File: config.mk
export PLATFORM = sky130hd
export DESIGN_NAME = timer_x_timer_mode
export DESIGN_NICKNAME = d
export VERILOG_FILES = /design/src/hdl/timer_pkg.sv /design/src/hdl/count_source_gen.sv /design/src/hdl/pin_edge_detect.sv /design/src/hdl/timer_x_timer_mode.sv
export SDC_FILE = /design/constraint.sdc
export NUM_CORES = 1
export LEC_CHECK = 0
export BUFFER_PORTS_ARGS = -buffer_cell sky130_fd_sc_hd__buf_2
export CAP_MARGIN = 20
export CELL_PAD_IN_SITES_DETAIL_PLACEMENT = 1
export CELL_PAD_IN_SITES_GLOBAL_PLACEMENT = 1
export CORE_MARGIN = 3
export CORE_UTILIZATION = 33
export CTS_CLUSTER_DIAMETER = 60
export CTS_CLUSTER_SIZE = 8
export DETAILED_ROUTE_END_ITERATION = 12
export PLACE_DENSITY_LB_ADDON = 0.12
export SLEW_MARGIN = 20
export SYNTH_ARGS = -nofsm -noshare
export SYNTH_HDL_FRONTEND = slang
export SYNTH_SLANG_ARGS = --single-unit
File: constraint.sdc
create_clock -name core_clk -period 2 [get_ports core_clk]
set_input_delay 0.2 -clock core_clk [delete_from_list [all_inputs] [get_ports core_clk]]
set_output_delay 0.2 -clock core_clk [all_outputs]
set_load 0.005 [all_outputs]
File: src/hdl/timer_pkg.sv
package timer_pkg;
    // ------------------------------------------------------------
    // Register map (byte addresses)
    // ------------------------------------------------------------
    localparam int ADDR_W = 6;
    localparam logic [5:0] CTRL_OFS = 6'h00;
    localparam logic [5:0] PRESC_OFS = 6'h04;
    localparam logic [5:0] TIMER_OFS = 6'h08;
    localparam logic [5:0] STATUS_OFS = 6'h0C;
    localparam logic [5:0] MASK_OFS = 6'h10;
    localparam logic [5:0] GPIO_OFS = 6'h14;
    // ------------------------------------------------------------
    // Fields and reset values
    // ------------------------------------------------------------
    localparam int RUN_BIT = 0;
    localparam int POL_BIT = 1;
    localparam int SRC_LSB = 2;
    localparam int PINSEL_BIT = 4;
    localparam int CTRL_W = 5;
    localparam int UF_BIT = 0;
    localparam int EXT_BIT = 1;
    localparam int EVT_W = 2;
    localparam int GPIO_OUT_BIT = 0;
    localparam int GPIO_OE_BIT = 1;
    localparam int PINA_BIT = 2;
    localparam int PINB_BIT = 3;
    localparam logic [4:0] CTRL_RST = 5'h00;
    localparam logic [7:0] CNT_RST = 8'hFF;
    localparam logic [1:0] EVT_RST = 2'h0;
    localparam logic [1:0] GPIO_RST = 2'h0;
    // ------------------------------------------------------------
    // Count source selection and timing
    // ------------------------------------------------------------
    localparam logic [1:0] SRC_F1 = 2'h0;
    localparam logic [1:0] SRC_F2 = 2'h1;
    localparam logic [1:0] SRC_F8 = 2'h2;
    localparam logic [1:0] SRC_OSC = 2'h3;
    localparam logic [2:0] F8_LAST = 3'h7;
    localparam logic [1:0] RESP_OKAY = 2'h0;
    localparam logic [1:0] RESP_SLVERR = 2'h2;
    typedef enum logic [2:0] {
        XF_IDLE = 3'h1,
        XF_RELOAD = 3'h2,
        XF_LOAD = 3'h4
    } xfer_t;
endpackage

File: src/hdl/count_source_gen.sv
`timescale 1ns/1ns
module count_source_gen import timer_pkg::*; (
    input wire logic core_clk,
    input wire logic srst,
    input wire logic run,
    input wire logic [1:0] src_sel,
    input wire logic low_speed_osc_clock,
    output logic pulse
);
    logic [2:0] div_reg;
    logic [2:0] sync_reg;
    logic osc_lvl_reg;
    logic pulse_reg;
    // Oscillator edge counts only once stages two and three agree
    wire osc_agree = sync_reg[1] == sync_reg[2];
    wire osc_rise = osc_agree & sync_reg[1] & ~osc_lvl_reg;
    wire tick_f2 = div_reg[0];
    wire tick_f8 = div_reg == F8_LAST;
    wire tick = (src_sel == SRC_F1) ? 1'b1 :
                (src_sel == SRC_F2) ? tick_f2 :
                (src_sel == SRC_F8) ? tick_f8 : osc_rise;
    always_ff @(posedge core_clk) begin
        if (srst) begin
            div_reg <= 3'h0;
            sync_reg <= 3'h0;
            osc_lvl_reg <= 1'b0;
            pulse_reg <= 1'b0;
        end else begin
            div_reg <= div_reg + 3'h1;
            sync_reg <= {sync_reg[1:0], low_speed_osc_clock};
            if (osc_agree) begin
                osc_lvl_reg <= sync_reg[1];
            end
            pulse_reg <= run & tick;
        end
    end
    // Gate by the live run bit: a tick latched before a stop must not count
    assign pulse = pulse_reg & run;
endmodule

File: src/hdl/pin_edge_detect.sv
`timescale 1ns/1ns
module pin_edge_detect (
    input wire logic core_clk,
    input wire logic srst,
    input wire logic rising,
    input wire logic pin,
    output logic level,
    output logic edge_seen
);
    logic [2:0] sync_reg;
    logic lvl_reg;
    logic edge_reg;
    wire agree = sync_reg[1] == sync_reg[2];
    wire change = agree & (sync_reg[1] != lvl_reg);
    always_ff @(posedge core_clk) begin
        if (srst) begin
            sync_reg <= 3'h7;
            lvl_reg <= 1'b1;
            edge_reg <= 1'b0;
        end else begin
            sync_reg <= {sync_reg[1:0], pin};
            if (agree) begin
                lvl_reg <= sync_reg[1];
            end
            edge_reg <= change & (sync_reg[1] == rising);
        end
    end
    assign level = lvl_reg;
    assign edge_seen = edge_reg;
endmodule

File: src/hdl/timer_x_timer_mode.sv
// The implementer's own choices: the AXI4-Lite slave port and the placing of the registers.
`timescale 1ns/1ns
// Functional notes
// - Only an internal count source counts: f1, f2, f8 or the slow osc.
// - Prescaler and timer count down and reload on underflow, never stop.
// - Overall division is 1/((n+1)(m+1)) for prescaler n and timer m.
// - Writing one to the run bit starts counting.
// - Writing zero to the run bit stops counting; counters hold.
// - Every timer underflow sets its status bit; irq rises only when its mask bit is set.
// - Shared input pins serve as I/O or ext interrupt; counter pin is I/O.
// - Reading timer or prescaler returns the live count, not the reload.
// - A write while stopped loads both reload register and counter.
// - While running, a write reaches reload on pulse 1, counter on 2.
// - A polarity bit picks the edge of the ext interrupt input.
// - Prescaler and timer are 8 bits, each with its own reload register.
// - Reload register and counter share one address; a read gives count.
module timer_x_timer_mode import timer_pkg::*; (
    input wire logic core_clk,
    input wire logic srst,
    input wire logic awvalid,
    output logic awready,
    input wire logic [31:0] awaddr,
    input wire logic [2:0] awprot,
    input wire logic wvalid,
    output logic wready,
    input wire logic [31:0] wdata,
    input wire logic [3:0] wstrb,
    output logic bvalid,
    input wire logic bready,
    output logic [1:0] bresp,
    input wire logic arvalid,
    output logic arready,
    input wire logic [31:0] araddr,
    input wire logic [2:0] arprot,
    output logic rvalid,
    input wire logic rready,
    output logic [31:0] rdata,
    output logic [1:0] rresp,
    input wire logic low_speed_osc_clock,
    input wire logic shared_input_pin_a,
    input wire logic shared_input_pin_b,
    output logic counter_pin_primary_out,
    output logic counter_pin_primary_oe,
    output logic irq
);
    // ------------------------------------------------------------
    // Bus slave state
    // ------------------------------------------------------------
    logic aw_full_reg, w_full_reg, w_lane_reg;
    logic [5:0] aw_addr_reg;
    logic [7:0] w_data_reg;
    logic awready_reg, wready_reg, bvalid_reg, arready_reg, rvalid_reg;
    logic [1:0] bresp_reg, rresp_reg;
    logic [31:0] rdata_reg;
    // ------------------------------------------------------------
    // Timer state
    // ------------------------------------------------------------
    logic [4:0] ctrl_reg;
    logic [7:0] presc_cnt_reg, presc_rld_reg, presc_wr_reg, presc_next;
    logic [7:0] timer_cnt_reg, timer_rld_reg, timer_wr_reg, timer_next;
    logic pend_presc_reg, pend_timer_reg, irq_reg, cs_pulse;
    xfer_t xf_reg, xf_next;
    logic [1:0] status_reg, mask_reg, gpio_reg;
    logic pin_a_lvl, pin_b_lvl, pin_a_edge, pin_b_edge;
    // ------------------------------------------------------------
    // Write and read channel decode
    // ------------------------------------------------------------
    wire aw_take = awvalid & awready_reg;
    wire w_take = wvalid & wready_reg;
    wire ar_take = arvalid & arready_reg;
    wire wr_fire = aw_full_reg & w_full_reg & ~bvalid_reg;
    wire wr_en = wr_fire & w_lane_reg;
    wire wr_ctrl = wr_en & (aw_addr_reg == CTRL_OFS);
    wire wr_presc = wr_en & (aw_addr_reg == PRESC_OFS);
    wire wr_timer = wr_en & (aw_addr_reg == TIMER_OFS);
    wire wr_status = wr_en & (aw_addr_reg == STATUS_OFS);
    wire wr_mask = wr_en & (aw_addr_reg == MASK_OFS);
    wire wr_gpio = wr_en & (aw_addr_reg == GPIO_OFS);
    wire wr_hit = (aw_addr_reg == CTRL_OFS) | (aw_addr_reg == PRESC_OFS)
        | (aw_addr_reg == TIMER_OFS) | (aw_addr_reg == STATUS_OFS)
        | (aw_addr_reg == MASK_OFS) | (aw_addr_reg == GPIO_OFS);
    wire aw_full_next = ~wr_fire & (aw_full_reg | aw_take);
    wire w_full_next = ~wr_fire & (w_full_reg | w_take);
    wire bvalid_next = wr_fire | (bvalid_reg & ~bready);
    wire rvalid_next = ar_take | (rvalid_reg & ~rready);
    wire [5:0] ar_ofs = araddr[5:0];
    wire ar_hi_zero = araddr[31:6] == 26'h0;
    wire [31:0] rd_value;
    wire rd_hit;
    // Live counts are read, never the reload values
    assign rd_value =
        (ar_ofs == CTRL_OFS) ? {27'h0, ctrl_reg} :
        (ar_ofs == PRESC_OFS) ? {24'h0, presc_cnt_reg} :
        (ar_ofs == TIMER_OFS) ? {24'h0, timer_cnt_reg} :
        (ar_ofs == STATUS_OFS) ? {30'h0, status_reg} :
        (ar_ofs == MASK_OFS) ? {30'h0, mask_reg} :
        (ar_ofs == GPIO_OFS) ? {28'h0, pin_b_lvl, pin_a_lvl, gpio_reg} :
        32'h0;
    assign rd_hit = ar_hi_zero & ((ar_ofs == CTRL_OFS)
        | (ar_ofs == PRESC_OFS) | (ar_ofs == TIMER_OFS)
        | (ar_ofs == STATUS_OFS) | (ar_ofs == MASK_OFS)
        | (ar_ofs == GPIO_OFS));
    // ------------------------------------------------------------
    // Count source and pins
    // ------------------------------------------------------------
    wire run = ctrl_reg[RUN_BIT];
    count_source_gen u_src (
        .core_clk(core_clk),
        .srst(srst),
        .run(run),
        .src_sel(ctrl_reg[SRC_LSB +: 2]),
        .low_speed_osc_clock(low_speed_osc_clock),
        .pulse(cs_pulse)
    );
    pin_edge_detect u_pin_a (
        .core_clk(core_clk),
        .srst(srst),
        .rising(ctrl_reg[POL_BIT]),
        .pin(shared_input_pin_a),
        .level(pin_a_lvl),
        .edge_seen(pin_a_edge)
    );
    pin_edge_detect u_pin_b (
        .core_clk(core_clk),
        .srst(srst),
        .rising(ctrl_reg[POL_BIT]),
        .pin(shared_input_pin_b),
        .level(pin_b_lvl),
        .edge_seen(pin_b_edge)
    );
    // Either shared pin may feed the ext interrupt, never the counter
    wire ext_evt = ctrl_reg[PINSEL_BIT] ? pin_b_edge : pin_a_edge;
    // ------------------------------------------------------------
    // Counting and write transfer
    // ------------------------------------------------------------
    // Counting pauses for the two pulses of a running-write transfer
    wire counting = cs_pulse & (xf_reg == XF_IDLE);
    wire presc_uf = counting & (presc_cnt_reg == 8'h00);
    wire timer_uf = presc_uf & (timer_cnt_reg == 8'h00);
    wire wr_run = (wr_presc | wr_timer) & run;
    always_comb begin
        xf_next = xf_reg;
        if (wr_run) begin
            xf_next = XF_RELOAD;
        end else if (cs_pulse) begin
            case (xf_reg)
                XF_RELOAD: xf_next = XF_LOAD;
                XF_LOAD: xf_next = XF_IDLE;
                default: xf_next = XF_IDLE;
            endcase
        end
    end
    always_comb begin
        presc_next = presc_cnt_reg;
        timer_next = timer_cnt_reg;
        if (presc_uf) begin
            presc_next = presc_rld_reg;
        end else if (counting) begin
            presc_next = presc_cnt_reg - 8'h01;
        end
        if (timer_uf) begin
            timer_next = timer_rld_reg;
        end else if (presc_uf) begin
            timer_next = timer_cnt_reg - 8'h01;
        end
        if (cs_pulse & (xf_reg == XF_LOAD) & ~wr_run) begin
            if (pend_presc_reg) begin
                presc_next = presc_rld_reg;
            end
            if (pend_timer_reg) begin
                timer_next = timer_rld_reg;
            end
        end
        if (wr_presc & ~run) begin
            presc_next = w_data_reg;
        end
        if (wr_timer & ~run) begin
            timer_next = w_data_reg;
        end
    end
    wire xf_stage1 = cs_pulse & (xf_reg == XF_RELOAD) & ~wr_run;
    wire xf_done = cs_pulse & (xf_reg == XF_LOAD) & ~wr_run;
    always_ff @(posedge core_clk) begin
        if (srst) begin
            presc_cnt_reg <= CNT_RST;
            timer_cnt_reg <= CNT_RST;
            xf_reg <= XF_IDLE;
        end else begin
            presc_cnt_reg <= presc_next;
            timer_cnt_reg <= timer_next;
            xf_reg <= xf_next;
        end
    end
    always_ff @(posedge core_clk) begin
        if (srst) begin
            presc_rld_reg <= CNT_RST;
            presc_wr_reg <= CNT_RST;
            pend_presc_reg <= 1'b0;
        end else if (wr_presc) begin
            presc_wr_reg <= w_data_reg;
            pend_presc_reg <= run;
            if (~run) begin
                presc_rld_reg <= w_data_reg;
            end
        end else if (xf_stage1 & pend_presc_reg) begin
            presc_rld_reg <= presc_wr_reg;
        end else if (xf_done) begin
            pend_presc_reg <= 1'b0;
        end
    end
    always_ff @(posedge core_clk) begin
        if (srst) begin
            timer_rld_reg <= CNT_RST;
            timer_wr_reg <= CNT_RST;
            pend_timer_reg <= 1'b0;
        end else if (wr_timer) begin
            timer_wr_reg <= w_data_reg;
            pend_timer_reg <= run;
            if (~run) begin
                timer_rld_reg <= w_data_reg;
            end
        end else if (xf_stage1 & pend_timer_reg) begin
            timer_rld_reg <= timer_wr_reg;
        end else if (xf_done) begin
            pend_timer_reg <= 1'b0;
        end
    end
    // ------------------------------------------------------------
    // Control, status, mask, pin and interrupt registers
    // ------------------------------------------------------------
    wire [1:0] evt_set = {ext_evt, timer_uf};
    // A new event beats a write-one clear in the same cycle
    wire [1:0] evt_clr = wr_status ? w_data_reg[1:0] : 2'h0;
    wire [1:0] status_next = evt_set | (status_reg & ~evt_clr);
    always_ff @(posedge core_clk) begin
        if (srst) begin
            ctrl_reg <= CTRL_RST;
            status_reg <= EVT_RST;
            mask_reg <= EVT_RST;
            gpio_reg <= GPIO_RST;
            irq_reg <= 1'b0;
        end else begin
            if (wr_ctrl) begin
                ctrl_reg <= w_data_reg[CTRL_W-1:0];
            end
            if (wr_mask) begin
                mask_reg <= w_data_reg[1:0];
            end
            if (wr_gpio) begin
                gpio_reg <= w_data_reg[1:0];
            end
            status_reg <= status_next;
            irq_reg <= |(status_next & mask_reg);
        end
    end
    // ------------------------------------------------------------
    // Bus handshake registers
    // ------------------------------------------------------------
    always_ff @(posedge core_clk) begin
        if (srst) begin
            aw_full_reg <= 1'b0;
            w_full_reg <= 1'b0;
            aw_addr_reg <= 6'h00;
            w_data_reg <= 8'h00;
            w_lane_reg <= 1'b0;
            awready_reg <= 1'b0;
            wready_reg <= 1'b0;
            bvalid_reg <= 1'b0;
            bresp_reg <= RESP_OKAY;
        end else begin
            aw_full_reg <= aw_full_next;
            w_full_reg <= w_full_next;
            awready_reg <= ~aw_full_next & ~bvalid_next;
            wready_reg <= ~w_full_next & ~bvalid_next;
            bvalid_reg <= bvalid_next;
            if (aw_take) begin
                // Upper address bits set force a miss
                aw_addr_reg <= (awaddr[31:6] == 26'h0) ? awaddr[5:0] : 6'h3F;
            end
            if (w_take) begin
                w_data_reg <= wdata[7:0];
                w_lane_reg <= wstrb[0];
            end
            if (wr_fire) begin
                bresp_reg <= wr_hit ? RESP_OKAY : RESP_SLVERR;
            end
        end
    end
    always_ff @(posedge core_clk) begin
        if (srst) begin
            arready_reg <= 1'b0;
            rvalid_reg <= 1'b0;
            rdata_reg <= 32'h0;
            rresp_reg <= RESP_OKAY;
        end else begin
            arready_reg <= ~rvalid_next;
            rvalid_reg <= rvalid_next;
            if (ar_take) begin
                rdata_reg <= rd_value;
                rresp_reg <= rd_hit ? RESP_OKAY : RESP_SLVERR;
            end
        end
    end
    assign awready = awready_reg;
    assign wready = wready_reg;
    assign bvalid = bvalid_reg;
    assign bresp = bresp_reg;
    assign arready = arready_reg;
    assign rvalid = rvalid_reg;
    assign rdata = rdata_reg;
    assign rresp = rresp_reg;
    assign counter_pin_primary_out = gpio_reg[GPIO_OUT_BIT];
    assign counter_pin_primary_oe = gpio_reg[GPIO_OE_BIT];
    assign irq = irq_reg;
endmodule

==> results of run 1 <==
report_power, final:
part,internal [mW],total [mW],switching (mW)
sequential,2.35,2.39,0.0478
combinational,0.155,0.349,0.194
clock,2.10,3.16,1.06
routing by layer:
metal	part of all wire, %	GRT usage (%)	vias up
met5	0	0	-
met4	1.7	7.10	0
met1	46	24.9	2388
met2	48	32.5	110
met3	4.0	3.92	24
li1	-	-	2443
cell families (layout without fill, tap and decap cells):
kind of cell	after synthesis	after routing	synth area share (%)
xor gates and xnor gates	12	12	1.97
other	1	26	0.0704
DFF	115	115	43.2
adders and majority gates	7	7	1.64
AOI/OAI and AO/OA	130	130	15.0
and+or+nand+nor	265	265	26.6
muxes	23	23	4.37
buffers and inverters	69	191	7.12
Yosys cell counts, types with 2 or more instances:
| library cell | n |
|---|---|
| a21oi_1 | 47 |
| nand4_1 | 10 |
| inv_1 | 8 |
| buf_2 | 6 |
| o22ai_1 | 4 |
| a2111oi_0 | 3 |
| or4_1 | 2 |
| ha_1 | 7 |
| o21ai_0 | 28 |
| buf_1 | 6 |
| buf_4 | 28 |
| a211o_1 | 2 |
| xnor2_1 | 5 |
| a22oi_2 | 2 |
| or2_2 | 6 |
| nand3b_1 | 2 |
| nand3_1 | 12 |
| dfxtp_1 | 115 |
| mux2i_1 | 21 |
| a21o_1 | 7 |
| nor4_1 | 26 |
| a31oi_1 | 12 |
| xor2_1 | 7 |
| nor3b_1 | 2 |
| and4bb_2 | 2 |
| nand2_1 | 63 |
| o21ai_1 | 8 |
| mux2_2 | 2 |
| nor2b_1 | 10 |
| a211oi_1 | 3 |
| or3_1 | 3 |
| nor3_1 | 34 |
| nor2_1 | 67 |
| nor4b_4 | 3 |
| nand2b_1 | 2 |
| nand4b_1 | 3 |
| a221oi_1 | 6 |
| and2_1 | 7 |
| clkbuf_1 | 20 |
placed cells by master (no fill, tap or decap), drive strengths merged, types with 3 or more instances in the layout:
master / instances
buf: 149
dfxtp: 115
nor2: 68
nand2: 64
a21oi: 47
o21ai: 37
nor3: 34
conb: 26
nor4: 26
mux2i: 21
clkbuf: 21
nand3: 13
a31oi: 12
nor2b: 10
nand4: 10
inv: 8
and2: 8
a21o: 7
xor2: 7
ha: 7
clkinv: 7
a221oi: 6
or2: 6
xnor2: 5
nand4b: 5
nor4b: 4
o22ai: 4
bufinv: 4
or3: 3
a2111oi: 3
a211oi: 3
a22oi: 3
final cells by class:
cell class	count	area, µm²	area share [%]
clock buffers	21	450	6.49
clock inverters	11	159	2.29
inverters	8	30.0	0.433
multi-input cells	463	2800	40.3
flip-flops and latches	115	2310	33.2
well taps	211	264	3.80
repair buffers	151	933	13.4
critical path: cells and delay by family (launching register included):
family          cells  cell delay, ns
buf+inv             1            0.08
fa+ha+maj           1            0.14
compound gates      2            0.17
simple gates        3            1.14
flops               1            0.32
final timing paths:
path | depth (start not counted) | end | startpoint | slack [ns]
max | 7 | timer_cnt_reg[3] | presc_cnt_reg[0] | 0.04
min | 3 | w_data_reg[6] | wdata[6] | 0.02
max reg2reg | 7 | timer_cnt_reg[3] | presc_cnt_reg[0] | 0.04
min reg2reg | 1 | u_pin_a.sync_reg[1] | u_pin_a.sync_reg[0] | 0.42
repair_timing:
item | 4_1_cts | 5_1_grt
endpoints found under the setup margin | 9 | 24
pin swaps | 1 | 6
hold buffers | 2 | 0
gates resized for setup | 6 | 16
buffers inserted | 1 | 4
hold endpoints to repair | 2 | 0
per-stage QoR:
stage	setup slack (ns)	total power, mW
floorplan	0.0477	2.63
global placement	-0.0390	2.77
detailed placement	-0.0531	2.79
CTS	-0.0247	5.95
global route	-0.0202	6.11
finish	0.0360	5.91
==> flow_summary.yaml, run 1 <==
sta:
  drv_slew: 0
  skew_ns: 0.00544
  maxSlewHeadroom_pct: 56.2
  rsz0062_at_grt: "true"
  clock.fmax_mhz: 509
  setup-violations-final: 0
  fin_crit_ns: 1.96
  post-route-period-util_pct: 98.2
  worstMarginPinSlew_ns: 0.640
  hold_ws_ns: 0.0207
  finalSetupTns_ns: 0
  final_hold_viol_count: 0
drt:
  via_count: 4965
  drc_errors: 0
  vias_per_cell: 5.07
  wirelength_um: 17200
  ant_nets: 0
  wl_per_cell_um: 17.5
  dr.pass1.iters: 4
  drtIter0Drc: 202
die:
  die_h_um: 133
  fp-row-count: 45
  die_w_um: 133
  die-area_um2: 17700
  initial_core_util_pct: 34.4
  coreArea_um2: 15500
  io_pins: 160
setup_path:
  startpoint_type: "register"
  crit_fanout: 2
  critPathKind: "reg -> reg"
  crit_required_ns: 2.31
  cp_common_cell: "o21ai_2"
  cp-end-kind: "register"
  crit_chain: "inv_2 > ha_4 > or4b_4 > or4_4 > o21ai_2 > and4_4 > o21ai_2"
  crit_path_top_delay_cell: "or4b_4"
  max_stage_delay_ns: 0.48
  worstPathArrival_ns: 2.28
logic_synthesis:
  yosysTopAreaCell: "dfxtp_1"
  synth-edff-count: 0
  synthTopCellsByArea: "dfxtp_1, nor2_1, nand2_1"
  netlist_instances: 622
  yosysTopAreaCellShare_pct: 43.2
  synthFlopType: "dfxtp_1"
  async_flop_share_pct: 0
  yosysUniqueCellTypes: 60
  synth_warnings: 0
  syn_area_per_cell_um2: 8.56
  ys_seq_area_share_pct: 43.2
  synth_area_um2: 5330
  ys_ff_latch: 115
clocking:
  clk_path_buf_depth: 2
  cts-root-buf: "clkbuf_16"
  tritoncts: "done"
  clock-sinks: 115
  cts_max_level: 4
  insertion_delay_ns: 0.42
  cts-buffers-inserted: 17
  clkSlewWorstSetupHoldPaths_ns: 0.05
global_routing:
  grt_pass1_vias: 5163
  grt_overflow: 0
  grt_usage_pct: 19.5
  antenna_found_initial: 0
  grt_pass1_wl_um: 27100
  grt_max_degree: 33
final_layout:
  final_cell_area_um2: 6940
  final_cells: 980
  area_growth_pct: 30.4
  finalCoreUtilization_pct: 44.8
  fin_nets: 879
  drive_above_1_share_pct: 28.2
  diodes: 0
  fillCellCount: 1868
run_status:
  outcome: "completed"
pwr:
  p_leak_nw: 2.94
  peakVddDrop_mv: 0.574
  power.density_nw_per_um2: 851
job:
  maxCapViolations: 0
placement:
  io_buffers: 100
  placed_cells: 941
  gp_congestion: 0.890
  dpl.hpwl_um: 12700
  dpl_cell_area_um2: 6200
hold_path:
  hp-class: "in -> reg"
Power figures use the tool's default switching activity.
==> run 2, diff against run 1 <==
Settings changed: ABC_AREA set to 1.
==> flow_summary.yaml, run 2 <==
run_status:
  outcome: "completed"
clocking:
  tritoncts: "done"
  insertion_delay_ns: 0.42
  cts-buffers-inserted: 17
  clock-sinks: 115
  cts_max_level: 4
  clkSlewWorstSetupHoldPaths_ns: 0.05
  clk_path_buf_depth: 2
  postCtsSetupRepairBufs: 0
  cts-root-buf: "clkbuf_16"
drt:
  wl_per_cell_um: 14.4
  via_count: 5595
  drc_errors: 0
  dr.pass1.iters: 4
  vias_per_cell: 4.71
  drtIter0Drc: 232
  wirelength_um: 17100
  ant_nets: 0
sta:
  drv_slew: 0
  hold_ws_ns: 0.0609
  clock.fmax_mhz: 554
  setup-violations-final: 0
  skew_ns: 0.00808
  worstMarginPinSlew_ns: 0.510
  fin_crit_ns: 1.80
  final_hold_viol_count: 0
  post-route-period-util_pct: 90.2
  finalSetupTns_ns: 0
  rsz0062_at_grt: "false"
  maxSlewHeadroom_pct: 65.9
final_layout:
  diodes: 0
  multiInputGateArea_um2: 2970
  drive_above_1_share_pct: 21.1
  final_common_cell: "nand2_1"
  ff_latch_area_um2: 2300
  fin_nets: 1074
  area_growth_pct: 24.6
  most-common-layout-cells: "nand2_1, dfxtp_1, buf_2"
  fillCellCount: 2247
placement:
  io_buffers: 100
  dpl.hpwl_um: 13000
  gp_congestion: 0.783
logic_synthesis:
  ys_seq_area_share_pct: 39.3
  synthFlopType: "dfxtp_1"
  yosysTopAreaCellShare_pct: 39.3
  synth_warnings: 0
  synthTopCellsByArea: "dfxtp_1, nand2_1, nand3_1"
  syn_area_per_cell_um2: 7.06
  ys_ff_latch: 115
  synth_area_um2: 5860
  synth_commonest_cells: "nand2_1, dfxtp_1, inv_1"
  yosysMostFrequentCell: "nand2_1"
  yosysUniqueCellTypes: 51
  synth-edff-count: 0
  netlist_instances: 829
  async_flop_share_pct: 0
  yosysTopAreaCell: "dfxtp_1"
setup_path:
  cp-end-kind: "register"
  crit_fanout: 17
  crit_required_ns: 2.31
  worstPathArrival_ns: 2.11
  max_stage_delay_ns: 0.46
  crit_path_top_delay_cell: "dfxtp_1"
  cp.buffers_inverters: 2
  cp_common_cell: "nand2_1"
  cp_top_family: "simple AND/OR/NAND/NOR gates"
  startpoint_type: "register"
  crit_chain: "inv_1 > nor2_1 > nand2_4 > clkinv_2 > nand2_4 > nand2_1 > nand2_1 > nand3b_1 > nand3_1 > nand2_1"
  critPathKind: "reg -> reg"
die:
  die-area_um2: 19400
  fp-row-count: 48
  io_pins: 160
  die_h_um: 139
  die_w_um: 139
  initial_core_util_pct: 33.7
  coreArea_um2: 17400
global_routing:
  antenna_found_initial: 0
  grt_pass1_vias: 5677
  grt_overflow: 0
  grt_max_degree: 56
  grt_pass1_wl_um: 28500
  grt_usage_pct: 18.1
  met1_usage_pct: 23.9
  grt-busiest-layer: "met2"
  met2_usage_pct: 29.3
  met3_usage_pct: 4.88
hold_path:
  hp-class: "in -> reg"
pwr:
  peakVddDrop_mv: 0.583
  power.density_nw_per_um2: 828
  p_leak_nw: 3.74
job:
  maxCapViolations: 0
-- run 2: changes by cell type in the layout (fill, tap and decap cells not counted), moves of 9 or more --
cell / before / now
o21ai_0: 26 / 55
nand3_1: 12 / 77
buf_4: 44 / 20
or2_2: 6 / 23
nor4_1: 25 / 9
mux2i_1: 21 / 1
nor2b_1: 10 / 0
a31oi_1: 12 / 3
nor3_1: 32 / 5
inv_1: 6 / 98
nor2_1: 67 / 82
nand2_1: 62 / 171
-- run 2: path summary, 6_finish.rpt --
kind / end / depth (start not counted) / slack (ns) / from
setup / recovery: timer_cnt_reg[2] / 10 / 0.20 / xf_reg[0]
hold reg to reg: u_pin_a.sync_reg[1] / 1 / 0.43 / u_pin_a.sync_reg[0]
setup reg to reg: timer_cnt_reg[2] / 10 / 0.20 / xf_reg[0]
hold / removal: w_data_reg[3] / 3 / 0.06 / wdata[3]
-- run 2: where the power goes --
| part | internal (mW) | switching [mW] |
|---|---|---|
| clock | 2.23 | 1.06 |
| combinational | 0.144 | 0.217 |
| sequential | 2.35 | 0.0350 |
| total | 4.73 | 1.31 |
-- run 2: kinds of logic (layout without fill, tap and decap cells) --
group | Yosys count | count (layout) | synth area share (%)
muxes | 1 | 1 | 0.171
AOI/OAI and AO/OA | 131 | 131 | 12.3
and+or+nand+nor | 416 | 416 | 34.1
other | 1 | 26 | 0.0640
xor gates and xnor gates | 5 | 5 | 0.748
DFF | 115 | 115 | 39.3
buffers and inverters | 153 | 263 | 11.8
adders and majority gates | 7 | 7 | 1.50
-- run 2: layout make-up --
type | count | share of cell area [%]
repair inverters | 2 | 0.171
repair buffers | 124 | 9.60
well taps | 225 | 3.86
clock inverters | 10 | 2.47
flip-flops and latches | 115 | 31.6
clock buffers | 22 | 6.23
multi-input cells | 586 | 40.6
inverters | 105 | 5.47
-- run 2: per-layer routing --
metal | vias to the layer above | share of wire, %
met5 | - | 0
met2 | 107 | 46
li1 | 2894 | -
met4 | 0 | 1.7
met1 | 2574 | 49
met3 | 20 | 3.6
-- run 2: timing repair --
action | in CTS | in global routing
hold buffers | 3 | 0
resized for setup | 0 | 4
setup endpoints to repair | 0 | 13
hold endpoints to repair | 3 | 0
-- run 2: worst register-to-register path, delay by kind of cell, from the launching register on --
family / cells / cell delay, ns
DFF: 1 / 0.46
buffers and inverters: 2 / 0.28
and+or+nand+nor: 8 / 0.96
-- run 2: metrics by stage --
stage | cell area, µm² | worst slack [ns] | total power, mW | utilization, % | cells
3_5_place_dp | 6610 | 0.169 | 2.79 | 38.1 | 1152
2_1_floorplan | 5950 | 0.452 | 2.65 | - | 854
4_1_cts | 7270 | 0.156 | 6.12 | 41.9 | 1187
5_1_grt | 7300 | 0.00527 | 6.29 | 42.0 | 1189
3_3_place_gp | 6610 | 0.232 | 2.79 | 38.1 | 1152
6_report | 7300 | 0.195 | 6.04 | 42.0 | 1189
==> run 3, diff against run 2 <==
--- a/config.mk
+++ b/config.mk
@@ -8,3 +8,2 @@
 export ABC_AREA = 1
-export BUFFER_PORTS_ARGS = -buffer_cell sky130_fd_sc_hd__buf_2
 export CAP_MARGIN = 20
@@ -17,2 +16,3 @@
 export DETAILED_ROUTE_END_ITERATION = 12
+export DONT_BUFFER_PORTS = 1
 export PLACE_DENSITY_LB_ADDON = 0.12
==> constraint.sdc (replaced) <==
create_clock -name core_clk -period 2.2 [get_ports core_clk]
set_input_delay 0.33 -clock core_clk [delete_from_list [all_inputs] [get_ports core_clk]]
set_output_delay 0.33 -clock core_clk [all_outputs]
set_load 0.005 [all_outputs]
==> flow_summary.yaml, run 3 (synthesis gave the netlist of run 2 again) <==
setup_path:
  crit_fanout: 18
  worstPathArrival_ns: 2.27
  cp-end-kind: "register"
  max_stage_delay_ns: 0.32
  crit_chain: "inv_1 > nand4_1 > nor2_2 > inv_2 > nor2_4 > clkinvlp_4 > nand3_1 > nand3_1"
  crit_required_ns: 2.48
  critPathKind: "reg -> reg"
  cp_common_cell: "nand3_1"
  startpoint_type: "register"
  crit_path_top_delay_cell: "dfxtp_1"
drt:
  drtIter0Drc: 260
  via_count: 5284
  wl_met3_um: 822
  ant_nets: 0
  wirelength_um: 17100
  met2WireLength_um: 8080
  highest_layer: "met4"
  vias_per_cell: 4.92
  wl_per_cell_um: 16.0
  dr.pass1.iters: 4
  wl_met1_um: 7950
  drc_errors: 0
run_status:
  outcome: "completed"
pwr:
  power.density_nw_per_um2: 774
  peakVddDrop_mv: 0.589
  p_leak_nw: 3.25
clocking:
  cts-root-buf: "clkbuf_16"
  cts-buffers-inserted: 17
  clock-sinks: 115
  tritoncts: "done"
  clk_path_buf_depth: 2
  insertion_delay_ns: 0.42
  cts_max_level: 4
  clkSlewWorstSetupHoldPaths_ns: 0.05
die:
  initial_core_util_pct: 33.7
  coreArea_um2: 17400
  io_pins: 160
  die-area_um2: 19400
  fp-row-count: 48
  die_h_um: 139
  die_w_um: 139
sta:
  finalSetupTns_ns: 0
  maxSlewHeadroom_pct: 28.3
  setup-violations-final: 0
  worstMarginPinSlew_ns: 1.07
  final_hold_viol_count: 0
  post-route-period-util_pct: 90.3
  clock.fmax_mhz: 504
  skew_ns: 0.00776
  rsz0062_at_grt: "false"
  drv_slew: 0
  fin_crit_ns: 1.99
final_layout:
  area_growth_pct: 13.3
  drive_above_1_share_pct: 10.6
  diodes: 0
  final_common_cell: "nand2_1"
  fin_nets: 962
  most-common-layout-cells: "nand2_1, dfxtp_1, inv_1"
  final_cells: 1073
  finalCoreUtilization_pct: 38.2
placement:
  io_buffers: 0
  gp_congestion: 0.783
  dpl.hpwl_um: 12800
  placed_cells: 1039
hold_path:
  hp-class: "in -> reg"
global_routing:
  grt_pass1_vias: 5404
  grt_pass1_wl_um: 27500
  antenna_found_initial: 0
  grt_overflow: 0
  grt_usage_pct: 17.7
  grt_max_degree: 41
job:
  maxCapViolations: 0
[run 3: cell types whose count changed in the layout (fill, tap and decap cells not counted)]
cell	change
clkbuf_8	+5
buf_2	-100
nand3_4	-1
bufinv_16	-3
clkinv_2	-2
clkinvlp_2	-1
buf_4	-11
clkbuf_1	-3
buf_12	-1
nand3_2	+1
[run 3: area by class of cell]
cell class	count	area, µm²
multi-input cells	586	2960
inverters	105	399
repair inverters	2	15.0
flip-flops and latches	115	2300
repair buffers	12	97.6
fillers	2168	10700
clock buffers	24	512
clock inverters	4	72.6
well taps	225	282
[run 3: layer usage]
metal,track usage (%),vias to the layer above
li1,-,2663
met1,22.1,2477
met2,29.4,125
met3,4.78,19
met4,6.18,0
met5,0,-
[run 3: report_power, final]
part           total (mW)  leakage [nW]  switching, mW  internal (mW)
Clock                2.73         0.286          0.917           1.82
Sequential           2.17         0.936         0.0370           2.14
Combinational       0.231          2.03          0.163         0.0681
Total                5.14          3.25           1.12           4.02
[run 3: per-stage QoR]
| step | hold WS (ns) | worst slack (ns) | area (µm²) | total power [mW] |
|---|---|---|---|---|
| 2_1_floorplan | 0.388 | 0.652 | 5950 | 2.41 |
| 3_3_place_gp | 0.399 | 0.237 | 5990 | 2.43 |
| 3_5_place_dp | 0.407 | 0.210 | 5990 | 2.44 |
| 4_1_cts | 0.00290 | 0.196 | 6610 | 5.21 |
| 5_1_grt | 0.00644 | 0.0553 | 6640 | 5.35 |
| 6_report | 0.0257 | 0.214 | 6640 | 5.14 |
[run 3: what timing repair did]
action | in CTS | in global routing
endpoints found under the setup margin | 0 | 12
endpoints found under the hold margin | 24 | 0
buffers inserted | 0 | 1
hold buffers | 3 | 0
gates resized for setup | 0 | 4
[run 3: final timing paths]
path | startpoint | end | slack, ns | cells after the start
max | bvalid | presc_rld_reg[1] | 0.21 | 8
min | srst | u_pin_b.sync_reg[0] | 0.03 | 1
max reg2reg | bvalid | presc_rld_reg[1] | 0.21 | 8
min reg2reg | u_pin_b.sync_reg[0] | u_pin_b.sync_reg[1] | 0.41 | 1
[run 3: worst max-delay path: cells and delay by family (launching register included)]
| family | cells | cell delay (ns) |
|---|---|---|
| DFF | 1 | 0.32 |
| buffers and inverters | 3 | 0.54 |
| and+or+nand+nor | 5 | 0.98 |
